[src/include/flash_table_access_regs.svh]
// Register offsets, field positions and reset values of the flash table block.
// Assumes a 32-bit AHB-Lite slave, one aligned word per register.
`ifndef FLASH_TABLE_ACCESS_REGS_SVH
`define FLASH_TABLE_ACCESS_REGS_SVH

// Byte offsets within the block's window
`define FTA_OFF_CTRL      5'h00
`define FTA_OFF_UNLOCK    5'h04
`define FTA_OFF_LATCH     5'h08
`define FTA_OFF_PTR_LOW   5'h0C
`define FTA_OFF_PTR_HIGH  5'h10
`define FTA_OFF_PTR_UPPER 5'h14
`define FTA_OFF_TABLE_CMD 5'h18

// Control register fields
`define FTA_CTRL_ERASE    4
`define FTA_CTRL_ERROR    3
`define FTA_CTRL_PROGRAM_WRITE_ENABLE     2
`define FTA_CTRL_START    1

// Table command fields: mode in [1:0], direction in bit 2, busy in bit 7
`define FTA_CMD_MODE_LSB  0
`define FTA_CMD_WRITE     2
`define FTA_CMD_BUSY      7

// Unlock key bytes
`define FTA_KEY_FIRST     8'h55
`define FTA_KEY_SECOND    8'hAA

// Reset values
`define FTA_CTRL_RESET    8'h00
`define FTA_LATCH_RESET   8'h00
`define FTA_PTR_RESET     22'h000000

// Pointer geometry
`define FTA_PTR_W         22
`define FTA_PTR_LOW_W     21
`define FTA_HOLD_DEPTH    64
`define FTA_BLOCK_LSB     10

`endif

[src/include/flash_table_access_pkg.sv]
// Types shared by the flash table access block.
// Assumes flash_table_access_regs.svh for numeric constants.
package flash_table_access_pkg;

    // Pointer update applied by a table operation
    typedef enum logic [1:0] {
        PTR_KEEP     = 2'h0,
        PTR_POST_INC = 2'h1,
        PTR_POST_DEC = 2'h2,
        PTR_PRE_INC  = 2'h3
    } ptr_mode_type;

    // Sequencer states, Gray along idle, read issue, read take
    typedef enum logic [1:0] {
        SEQ_IDLE    = 2'h0,
        SEQ_RD_ISS  = 2'h1,
        SEQ_RD_TAKE = 2'h3,
        SEQ_PROG    = 2'h2
    } seq_state_type;

    // Unlock sequence progress
    typedef enum logic [1:0] {
        UNL_NONE  = 2'h0,
        UNL_FIRST = 2'h1,
        UNL_BOTH  = 2'h3
    } unlock_type;

    // Flash array command bundle
    typedef struct packed {
        logic        rd_en;
        logic [21:0] rd_addr;
        logic        prog_start;
        logic        erase_start;
        logic [11:0] block;
    } flash_cmd_type;

endpackage

[src/hw/flash_table_access.sv]
// Table read/write and self-timed erase/program sequencer for embedded flash.
// Assumes an AHB-Lite master on hclk, a flash array answering reads in one
// cycle, and a separate warm reset pulse for resets other than power-on.
//
// Local design decisions: the register addresses and the AHB-Lite slave port.
`timescale 1ns/1ns
`include "flash_table_access_regs.svh"

// Operation
// - erase bit erases pointer row, clears on completion
// - erase bit clear means program only
// - early end or improper start sets error
// - error flag clears on normal completion
// - write enable gates every erase/program cycle
// - start bit launches cycle, hardware clears it
// - software cannot clear start bit
// - control bits 7..5 and 0 read zero
// - 8-bit latch carries each moved byte
// - pointer is upper:high:low, 22 bits
// - top pointer bit selects configuration space
// - auto update touches low 21 bits only
// - four pointer modes: keep, post inc/dec, pre inc
// - table read uses all 22 pointer bits
// - table write picks holding register by low bits
// - program block chosen by pointer bits 21..10
// - erase block chosen by top 12 bits
// - one table read moves exactly one byte
// - pointer bit 0 picks high or low byte
// - fetches stall while cycle runs
// - unlock register reads all zeros
// - holding registers kept after program cycle
module flash_table_access
    import flash_table_access_pkg::*;
#(
    parameter int unsigned PROG_CYCLES = 1000
)
(
    // Clock and reset
    input  wire logic                                 hclk,
    input  wire logic                                 hresetn,
    // AHB-Lite slave
    input  wire logic                                 hsel,
    input  wire logic [31:0]                          haddr,
    input  wire logic [1:0]                           htrans,
    input  wire logic                                 hwrite,
    input  wire logic [2:0]                           hsize,
    input  wire logic [31:0]                          hwdata,
    input  wire logic                                 hready,
    output logic                                      hreadyout,
    output logic                                      hresp,
    output logic [31:0]                               hrdata,
    // Flash array side
    output flash_table_access_pkg::flash_cmd_type     flash_cmd,
    input  wire logic [15:0]                          flash_rd_word,
    input  wire logic [5:0]                           hold_rd_idx,
    output logic [7:0]                                hold_rd_data,
    // Core side
    input  wire logic                                 warm_reset,
    output logic                                      fetch_stall
);

    import flash_table_access_pkg::*;

    localparam int unsigned CNT_W = 32;

    // Whole block state
    typedef struct packed {
        logic                   dp_valid;
        logic                   dp_write;
        logic [4:0]             dp_addr;
        seq_state_type          seq;
        unlock_type             unlock;
        logic                   erase_sel;
        logic                   error;
        logic                   program_write_enable;
        logic                   start;
        logic                   cycle_erase;
        logic                   cmd_pulse;
        logic [7:0]             latch;
        logic [21:0]            ptr;
        logic [21:0]            acc_addr;
        logic [CNT_W-1:0]       timer;
        logic [63:0][7:0]       hold;
    } state_type;

    state_type st_r;
    state_type st_nxt;

    // Pointer step confined to low 21 bits
    function automatic logic [21:0] ptr_step(input logic [21:0] p, input logic down);
        logic [20:0] low;
        low = down ? (p[20:0] - 21'h000001) : (p[20:0] + 21'h000001);
        return {p[21], low};
    endfunction

    // Byte lane of a 32-bit write word
    function automatic logic [7:0] wbyte(input logic [31:0] d);
        return d[7:0];
    endfunction

    logic       bus_wr;
    logic       busy;
    logic [7:0] ctrl_view;
    logic [7:0] cmd_view;
    logic [7:0] wdat;

    // Busy while any sequencer activity is pending
    assign busy      = (st_r.seq != SEQ_IDLE);
    assign hreadyout = !(st_r.dp_valid && busy);
    assign hresp     = 1'b0;
    assign bus_wr    = st_r.dp_valid && st_r.dp_write && hreadyout;
    assign wdat      = wbyte(hwdata);
    assign fetch_stall = (st_r.seq == SEQ_PROG);

    // Control view with unimplemented bits as zero
    always_comb
    begin
        ctrl_view = 8'h00;
        ctrl_view[`FTA_CTRL_ERASE] = st_r.erase_sel;
        ctrl_view[`FTA_CTRL_ERROR] = st_r.error;
        ctrl_view[`FTA_CTRL_PROGRAM_WRITE_ENABLE]  = st_r.program_write_enable;
        ctrl_view[`FTA_CTRL_START] = st_r.start;
        cmd_view = 8'h00;
        cmd_view[`FTA_CMD_BUSY] = busy;
    end

    // Read data mux
    always_comb
    begin
        hrdata = 32'h00000000;
        if (st_r.dp_valid && !st_r.dp_write)
        begin
            case (st_r.dp_addr)
                `FTA_OFF_CTRL:      hrdata = {24'h000000, ctrl_view};
                `FTA_OFF_UNLOCK:    hrdata = 32'h00000000;
                `FTA_OFF_LATCH:     hrdata = {24'h000000, st_r.latch};
                `FTA_OFF_PTR_LOW:   hrdata = {24'h000000, st_r.ptr[7:0]};
                `FTA_OFF_PTR_HIGH:  hrdata = {24'h000000, st_r.ptr[15:8]};
                `FTA_OFF_PTR_UPPER: hrdata = {26'h0, st_r.ptr[21:16]};
                `FTA_OFF_TABLE_CMD: hrdata = {24'h000000, cmd_view};
                default:            hrdata = 32'h00000000;
            endcase
        end
    end

    // Flash array command and holding read port
    always_comb
    begin
        flash_cmd             = '0;
        flash_cmd.rd_en       = (st_r.seq == SEQ_RD_ISS);
        flash_cmd.rd_addr     = st_r.acc_addr;
        flash_cmd.prog_start  = st_r.cmd_pulse && !st_r.cycle_erase;
        flash_cmd.erase_start = st_r.cmd_pulse && st_r.cycle_erase;
        flash_cmd.block       = st_r.ptr[21:`FTA_BLOCK_LSB];
        hold_rd_data          = st_r.hold[hold_rd_idx];
    end

    // Next-state logic
    always_comb
    begin
        logic [21:0]  addr_v;
        ptr_mode_type mode_v;
        addr_v = 22'h000000;
        mode_v = PTR_KEEP;
        st_nxt = st_r;
        st_nxt.cmd_pulse = 1'b0;

        // Address phase capture
        if (hready)
        begin
            st_nxt.dp_valid = hsel && htrans[1];
            st_nxt.dp_write = hwrite;
            st_nxt.dp_addr  = haddr[4:0];
        end

        // Sequencer
        case (st_r.seq)
            SEQ_IDLE:
            begin
            end
            SEQ_RD_ISS:
            begin
                st_nxt.seq = SEQ_RD_TAKE;
            end
            SEQ_RD_TAKE:
            begin
                // One byte per read, chosen by address bit 0
                st_nxt.latch = st_r.acc_addr[0] ? flash_rd_word[15:8]
                                                : flash_rd_word[7:0];
                st_nxt.seq   = SEQ_IDLE;
            end
            SEQ_PROG:
            begin
                if (st_r.timer == 32'h00000001)
                begin
                    st_nxt.seq   = SEQ_IDLE;
                    st_nxt.start = 1'b0;
                    st_nxt.error = 1'b0;
                    if (st_r.cycle_erase)
                    begin
                        st_nxt.erase_sel = 1'b0;
                    end
                end
                st_nxt.timer = st_r.timer - 32'h00000001;
            end
            default:
            begin
                st_nxt.seq = SEQ_IDLE;
            end
        endcase

        // Register writes, accepted only when not stalled
        if (bus_wr)
        begin
            if (st_r.dp_addr != `FTA_OFF_UNLOCK)
            begin
                st_nxt.unlock = UNL_NONE;
            end
            case (st_r.dp_addr)
                `FTA_OFF_CTRL:
                begin
                    st_nxt.erase_sel = wdat[`FTA_CTRL_ERASE];
                    st_nxt.error     = wdat[`FTA_CTRL_ERROR];
                    st_nxt.program_write_enable      = wdat[`FTA_CTRL_PROGRAM_WRITE_ENABLE];
                    if (wdat[`FTA_CTRL_START])
                    begin
                        if (wdat[`FTA_CTRL_PROGRAM_WRITE_ENABLE] && st_r.unlock == UNL_BOTH)
                        begin
                            st_nxt.start       = 1'b1;
                            st_nxt.seq         = SEQ_PROG;
                            st_nxt.cycle_erase = wdat[`FTA_CTRL_ERASE];
                            st_nxt.cmd_pulse   = 1'b1;
                            st_nxt.timer       = PROG_CYCLES;
                        end
                        else
                        begin
                            st_nxt.error = 1'b1;
                        end
                    end
                end
                `FTA_OFF_UNLOCK:
                begin
                    if (wdat == `FTA_KEY_FIRST)
                    begin
                        st_nxt.unlock = UNL_FIRST;
                    end
                    else if (wdat == `FTA_KEY_SECOND && st_r.unlock == UNL_FIRST)
                    begin
                        st_nxt.unlock = UNL_BOTH;
                    end
                    else
                    begin
                        st_nxt.unlock = UNL_NONE;
                    end
                end
                `FTA_OFF_LATCH:
                begin
                    st_nxt.latch = wdat;
                end
                `FTA_OFF_PTR_LOW:
                begin
                    st_nxt.ptr[7:0] = wdat;
                end
                `FTA_OFF_PTR_HIGH:
                begin
                    st_nxt.ptr[15:8] = wdat;
                end
                `FTA_OFF_PTR_UPPER:
                begin
                    st_nxt.ptr[21:16] = wdat[5:0];
                end
                `FTA_OFF_TABLE_CMD:
                begin
                    // Access address and pointer update by mode
                    mode_v = ptr_mode_type'(wdat[1:0]);
                    case (mode_v)
                        PTR_KEEP:
                        begin
                            addr_v = st_r.ptr;
                        end
                        PTR_POST_INC:
                        begin
                            addr_v = st_r.ptr;
                            st_nxt.ptr = ptr_step(st_r.ptr, 1'b0);
                        end
                        PTR_POST_DEC:
                        begin
                            addr_v = st_r.ptr;
                            st_nxt.ptr = ptr_step(st_r.ptr, 1'b1);
                        end
                        PTR_PRE_INC:
                        begin
                            addr_v = ptr_step(st_r.ptr, 1'b0);
                            st_nxt.ptr = addr_v;
                        end
                        default:
                        begin
                            addr_v = st_r.ptr;
                        end
                    endcase
                    if (wdat[`FTA_CMD_WRITE])
                    begin
                        st_nxt.hold[addr_v[5:0]] = st_r.latch;
                    end
                    else
                    begin
                        st_nxt.acc_addr = addr_v;
                        st_nxt.seq      = SEQ_RD_ISS;
                    end
                end
                default:
                begin
                end
            endcase
        end

        // Warm reset cuts a running cycle short; holding data untouched
        if (warm_reset)
        begin
            if (st_r.seq == SEQ_PROG)
            begin
                st_nxt.error = 1'b1;
            end
            st_nxt.seq         = SEQ_IDLE;
            st_nxt.start       = 1'b0;
            st_nxt.program_write_enable        = 1'b0;
            st_nxt.erase_sel   = 1'b0;
            st_nxt.unlock      = UNL_NONE;
            st_nxt.cmd_pulse   = 1'b0;
            st_nxt.dp_valid    = 1'b0;
        end
    end

    // State register
    always_ff @(posedge hclk or negedge hresetn)
    begin
        if (!hresetn)
        begin
            st_r <= '0;
        end
        else
        begin
            st_r <= st_nxt;
        end
    end
endmodule

[config.mk]
export PLATFORM = sky130hd
export DESIGN_NAME = flash_table_access
export DESIGN_NICKNAME = d
export VERILOG_FILES = /design/src/include/flash_table_access_pkg.sv /design/src/hw/flash_table_access.sv
export VERILOG_INCLUDE_DIRS = /design/src /design/src/include
export SDC_FILE = /design/constraint.sdc
export NUM_CORES = 1
export LEC_CHECK = 0
export ABC_AREA = 1
export BUFFER_PORTS_ARGS = -buffer_cell sky130_fd_sc_hd__clkbuf_2
export CAP_MARGIN = 20
export CORE_ASPECT_RATIO = 0.8
export CORE_MARGIN = 2
export CORE_UTILIZATION = 39
export CTS_CLUSTER_SIZE = 30
export DETAILED_ROUTE_END_ITERATION = 6
export SLEW_MARGIN = 20
export SYNTH_ARGS = -nofsm -noshare
export SYNTH_HDL_FRONTEND = slang
export SYNTH_SLANG_ARGS = --single-unit
export TNS_END_PERCENT = 20
[constraint.sdc]
create_clock -name hclk -period 2.92 [get_ports hclk]
set_clock_uncertainty 0.05 [all_clocks]
set_input_delay 0.146 -clock hclk [delete_from_list [all_inputs] [get_ports hclk]]
set_output_delay 0.146 -clock hclk [all_outputs]
set_load 0.02 [all_outputs]
* Yosys cells after proc, flatten, opt, wreduce, memory -nomap -nowiden
Index checks and enable logic that the tools add are counted.
** Cells by class
- Shifts and indexed selects :: 0
- Multipliers :: 0
- Order comparisons :: 3
- Equality and inequality tests :: 19
- Reduce and logical (&&, ||, !) cells :: 34
- $add $sub $neg :: 3
- Bitwise gates (word level) :: 2
- Mux-type cells :: 51
- Divide/modulo/power cells :: 0
** Operators with widths (number)
- $mux W512 :: 2
- $mux W606 :: 1
- $bwmux W512 :: 1
- $mux W32 :: 5
- $mux W22 :: 4
- $bmux W8 S6 :: 1
- $demux W8 S6 :: 1
- $mux W8 :: 6
- $pmux W8 S6 :: 1
- $pmux W22 S2 :: 1
- $pmux W21 S2 :: 1
- $eq A32 B1 Y1 const B :: 1
- $pmux W8 S2 :: 2
- $sub A32 B1 Y32 const B :: 1
- $add A21 B1 Y21 const B :: 1
- $sub A21 B1 Y21 const B :: 1
- $mux W2 :: 10
- $reduce_and A3 Y1 :: 6
- $eq A5 B5 Y1 const B :: 3
- $lt A6 B7 Y1 const B :: 2
- $reduce_bool A2 Y1 :: 7
- $pmux W6 S2 :: 1
- $eq A2 B2 Y1 const B :: 5
- $eq A5 B4 Y1 const B :: 2
- 23 further kinds :: 46
** Storage, ports and cells
- Output and inout port bits :: 80
- Memories kept :: 0
- Memory bits (read-only) :: 0
- Bits of input ports :: 97
- Register bits after elaboration :: 613
- Bits in latches :: 0
- Bits in writable memories :: 0

* Depth between registers and ports, before layout
- Depth after elaboration :: 15
- Mapped depth :: 13
- Mapped depth without buffers :: 12

* Worst setup path after synthesis
Ideal clock, no wire load.
- Kind :: reg-to-reg
- Start :: reg st_r[566] (netlist name)
- End :: reg with a tool-made name
- Period minus slack after synthesis :: 2105 ps
- Path slack :: 815 ps
- Arrival :: 1989 ps
- Setup time :: 66 ps
- Stages on the path, launching flop included :: 13
- Path through :: dfrtp_1 > ha_1 > nand2_2 > inv_1 > nor2_1 > nand2_1 > o21ai_1 > nand2_1 > nor2_4 > buf_6 > buf_6 > nand4_1 > nand2_1
** RTL lines
- from (decl) :: line flash_table_access.sv:86 : state_type st_r;
- from (signal assigned) :: line flash_table_access.sv:343 : st_r <= st_nxt;

==> results.py <==
metrics = {
    "synthesis": {
        "async_reset_ff_frac": 1.00,
        "seq_area_frac_synth": 0.451,
        "ys_types": 45,
        "synth-edff-count": 0,
        "synthCells": 4621,
        "syn-cell-area_mm2": 0.0340,
        "synth-seq-cells": 613,
        "avgSynthCellArea_um2": 7.36,
        "yosys_warnings": 0,
        "synthFlopType": "dfrtp_1",
    },
    "power": {
        "internal_power_w": 0.0153,
        "p_sw_frac": 0.359,
        "combPwrFrac": 0.242,
        "p_sw_w": 0.00858,
        "power.share.clock": 0.374,
        "powerDensity_mw_per_mm2": 619,
        "finalPower_w": 0.0239,
        "p_leak_nw": 19.4,
        "peakVddDrop_uv": 541,
        "seqPwrFrac": 0.384,
    },
    "sta": {
        "rsz0062_at_grt": "true",
        "tns_ps": 0,
        "slew_headroom": 0.181,
        "period_minus_slack_ps": 2750,
        "finalHoldViolCount": 0,
        "finalWorstSetupSlack_ps": 172,
        "setup_violations": 0,
        "slew_violations": 0,
        "worst_pin_slew_ps": 1230,
        "hold_ws_ps": 52.6,
        "max_freq_ghz": 0.364,
        "fin_crit_sh": 0.941,
    },
    "routing": {
        "drt_first_iter_violations": 3716,
        "wl_per_cell_um": 20.0,
        "wl_mm": 116,
        "drt-pass1-iter-count": 6,
        "wl_met1_mm": 53.7,
        "route.met3.wl_mm": 9.86,
        "via_per_inst": 5.65,
        "ant_nets": 0,
        "wl_met2_mm": 48.9,
        "num_vias": 32700,
        "top_layer_used": "met4",
        "drc": 0,
    },
    "setup_path": {
        "cp_data_required_time_ps": 3380,
        "crit_slowest_cell": "dfrtp_1",
        "arrival_ps": 3200,
        "critPathMaxFanout": 67,
        "path_cells": "ha_1 > nand2_2 > buf_4 > nor2_4 > xor2_2 > o21ai_1 > nor2_4 > buf_12 > nand3_1 > nand2_1 > nand2_1",
        "worstSetupPathType": "register to register",
        "reg2reg_slack_ps": 170,
        "crit_path_end_kind": "register",
        "rr_worst_depth": 11,
        "critPathLaunchType": "register",
        "reg2reg_from": "st_r[567]",
        "max_stage_delay_ps": 430,
    },
    "clock_network": {
        "clock-sinks": 613,
        "clock-root-buffer": "clkbuf_16",
        "h-tree-depth": 3,
        "cts_buffers": 71,
        "clk_pin_slew_ps": 60,
        "cts_tree": "built",
        "clock_latency_ps": 620,
        "cts_max_path_buffers": 3,
        "post_cts_buffers": 0,
    },
    "worst_hold_path": {
        "whs_path_depth": 4,
        "min_path_type": "input port to register",
        "min_from": "hwdata[0]",
        "min_to": "st_r[574]",
    },
    "job": {
        "maxCapViolCount": 0,
    },
    "floorplan": {
        "die_y_um": 268,
        "die_w_um": 334,
        "core_area_mm2": 0.0861,
        "io-pin-count": 177,
        "rows": 96,
        "start_util": 0.395,
        "die-area_mm2": 0.0897,
    },
    "global_routing": {
        "track_usage": 0.257,
        "grt_pass1_vias": 30700,
        "grt_pass1_wl_mm": 183,
        "grt_max_degree": 97,
        "overflow": 0,
        "antenna_found_initial": 0,
    },
    "placed_design": {
        "gp_congestion": 0.965,
        "place_ws_ps": 74.5,
        "dp.final_hpwl_mm": 73.0,
        "io_buffer_count": 96,
    },
    "cells_and_area": {
        "diodes": 0,
        "fin_nets": 4717,
        "final_core_util": 0.448,
        "area_growth_pct": 13.3,
        "final_layout_size_suffix_gt1_frac": 0.104,
    },
    "status": {
        "status": "completed",
    },
}
placed cells by master, fill, tap and decap left out, types with 41 or more instances in the layout:
cell and n:
nand3_1 533, nand4_1 524, dfrtp_1 605, clkbuf_2 93
nand3_2 41, nand2_1 1915, nor2_1 178, buf_12 48
buf_4 141, clkbuf_16 72, inv_1 117, dlygate4sd3_1 44
o21ai_0 90
power groups by stage:
stage / registers (W) / logic, W / clock network (W)
floorplan: 0.00892 / 0.00359 / 0
global placement: 0.00931 / 0.00558 / 0
detailed placement: 0.00930 / 0.00556 / 0
CTS: 0.00915 / 0.00565 / 0.00906
global route: 0.00918 / 0.00616 / 0.00940
finish: 0.00917 / 0.00577 / 0.00893
critical path: cells and delay by family, from the launching register on:
family / cells / cell delay [ps]
simple gates: 6 / 1050
flops: 1 / 430
buf+inv: 2 / 430
fa+ha+maj: 1 / 250
xor+xnor: 1 / 200
compound gates: 1 / 170
area by class of cell:
type                       instances  area [um2]
clock buffer                      99        2020
clock inverter                    24         267
fill                            8660       47600
inverter                         131         509
multi-input combinational       3471       16000
sequential                       613       15400
tap                             1127        1410
timing repair buffer             328        2950
routing by layer:
metal | vias up | global-route usage
li1 | 15300 | -
met1 | 15800 | 0.391
met2 | 1364 | 0.370
met3 | 213 | 0.0421
met4 | 0 | 0.0790
met5 | - | 0
how the worst max path moves through the flow:
stage                         start       end  slack (ps)
final                     st_r[567]  register         170
after global routing      st_r[567]  register         -20
after CTS                 st_r[567]  register          50
after floorplan           st_r[566]  register         810
after global placement    st_r[566]  register          60
after detailed placement  st_r[567]  register          70
logic make-up after synthesis:
| kind of cell | count (synthesis) | share of synthesized area |
|---|---|---|
| other | 1 | 0.000110 |
| DFF | 613 | 0.451 |
| adders and majority gates | 4 | 0.00147 |
| buffers and inverters | 562 | 0.0814 |
| xor gates and xnor gates | 30 | 0.00794 |
| AOI/OAI and AO/OA | 170 | 0.0276 |
| and+or+nand+nor | 3240 | 0.430 |
| muxes | 1 | 0.000331 |
through the flow:
stage,instances,area [um2]
3_3_place_gp,5624,35800
3_5_place_dp,5624,35800
5_1_grt,5793,38600
6_report,5793,38600
2_1_floorplan,4645,34100
4_1_cts,5792,38600
Yosys cell counts (all sizes together) (2+ instances only):
library cell	count	area [um2]
nor4	4	25.0
nor2	194	886
o211ai	9	67.6
nand4	524	3280
nand3b	4	30.0
o21ai	96	492
buf	242	1570
dfrtp	613	15300
inv	126	473
xnor2	4	35.0
or2	2	12.5
nand2	1923	7250
a21boi	4	30.0
a21oi	35	175
o31ai	3	22.5
ha	4	50.1
o22ai	17	106
xor2	26	235
nand3	574	3080
clkinv	5	18.8
nor3	13	76.3
clkbuf	189	709
a22oi	2	15.0
repair_timing:
item                       in CTS  in global routing
setup endpoints to repair       0                 75
hold endpoints to repair      414                  0
hold buffers                   45                  0
gates resized for setup         0                  0
No activity file was read; power rests on OpenSTA's default activity.
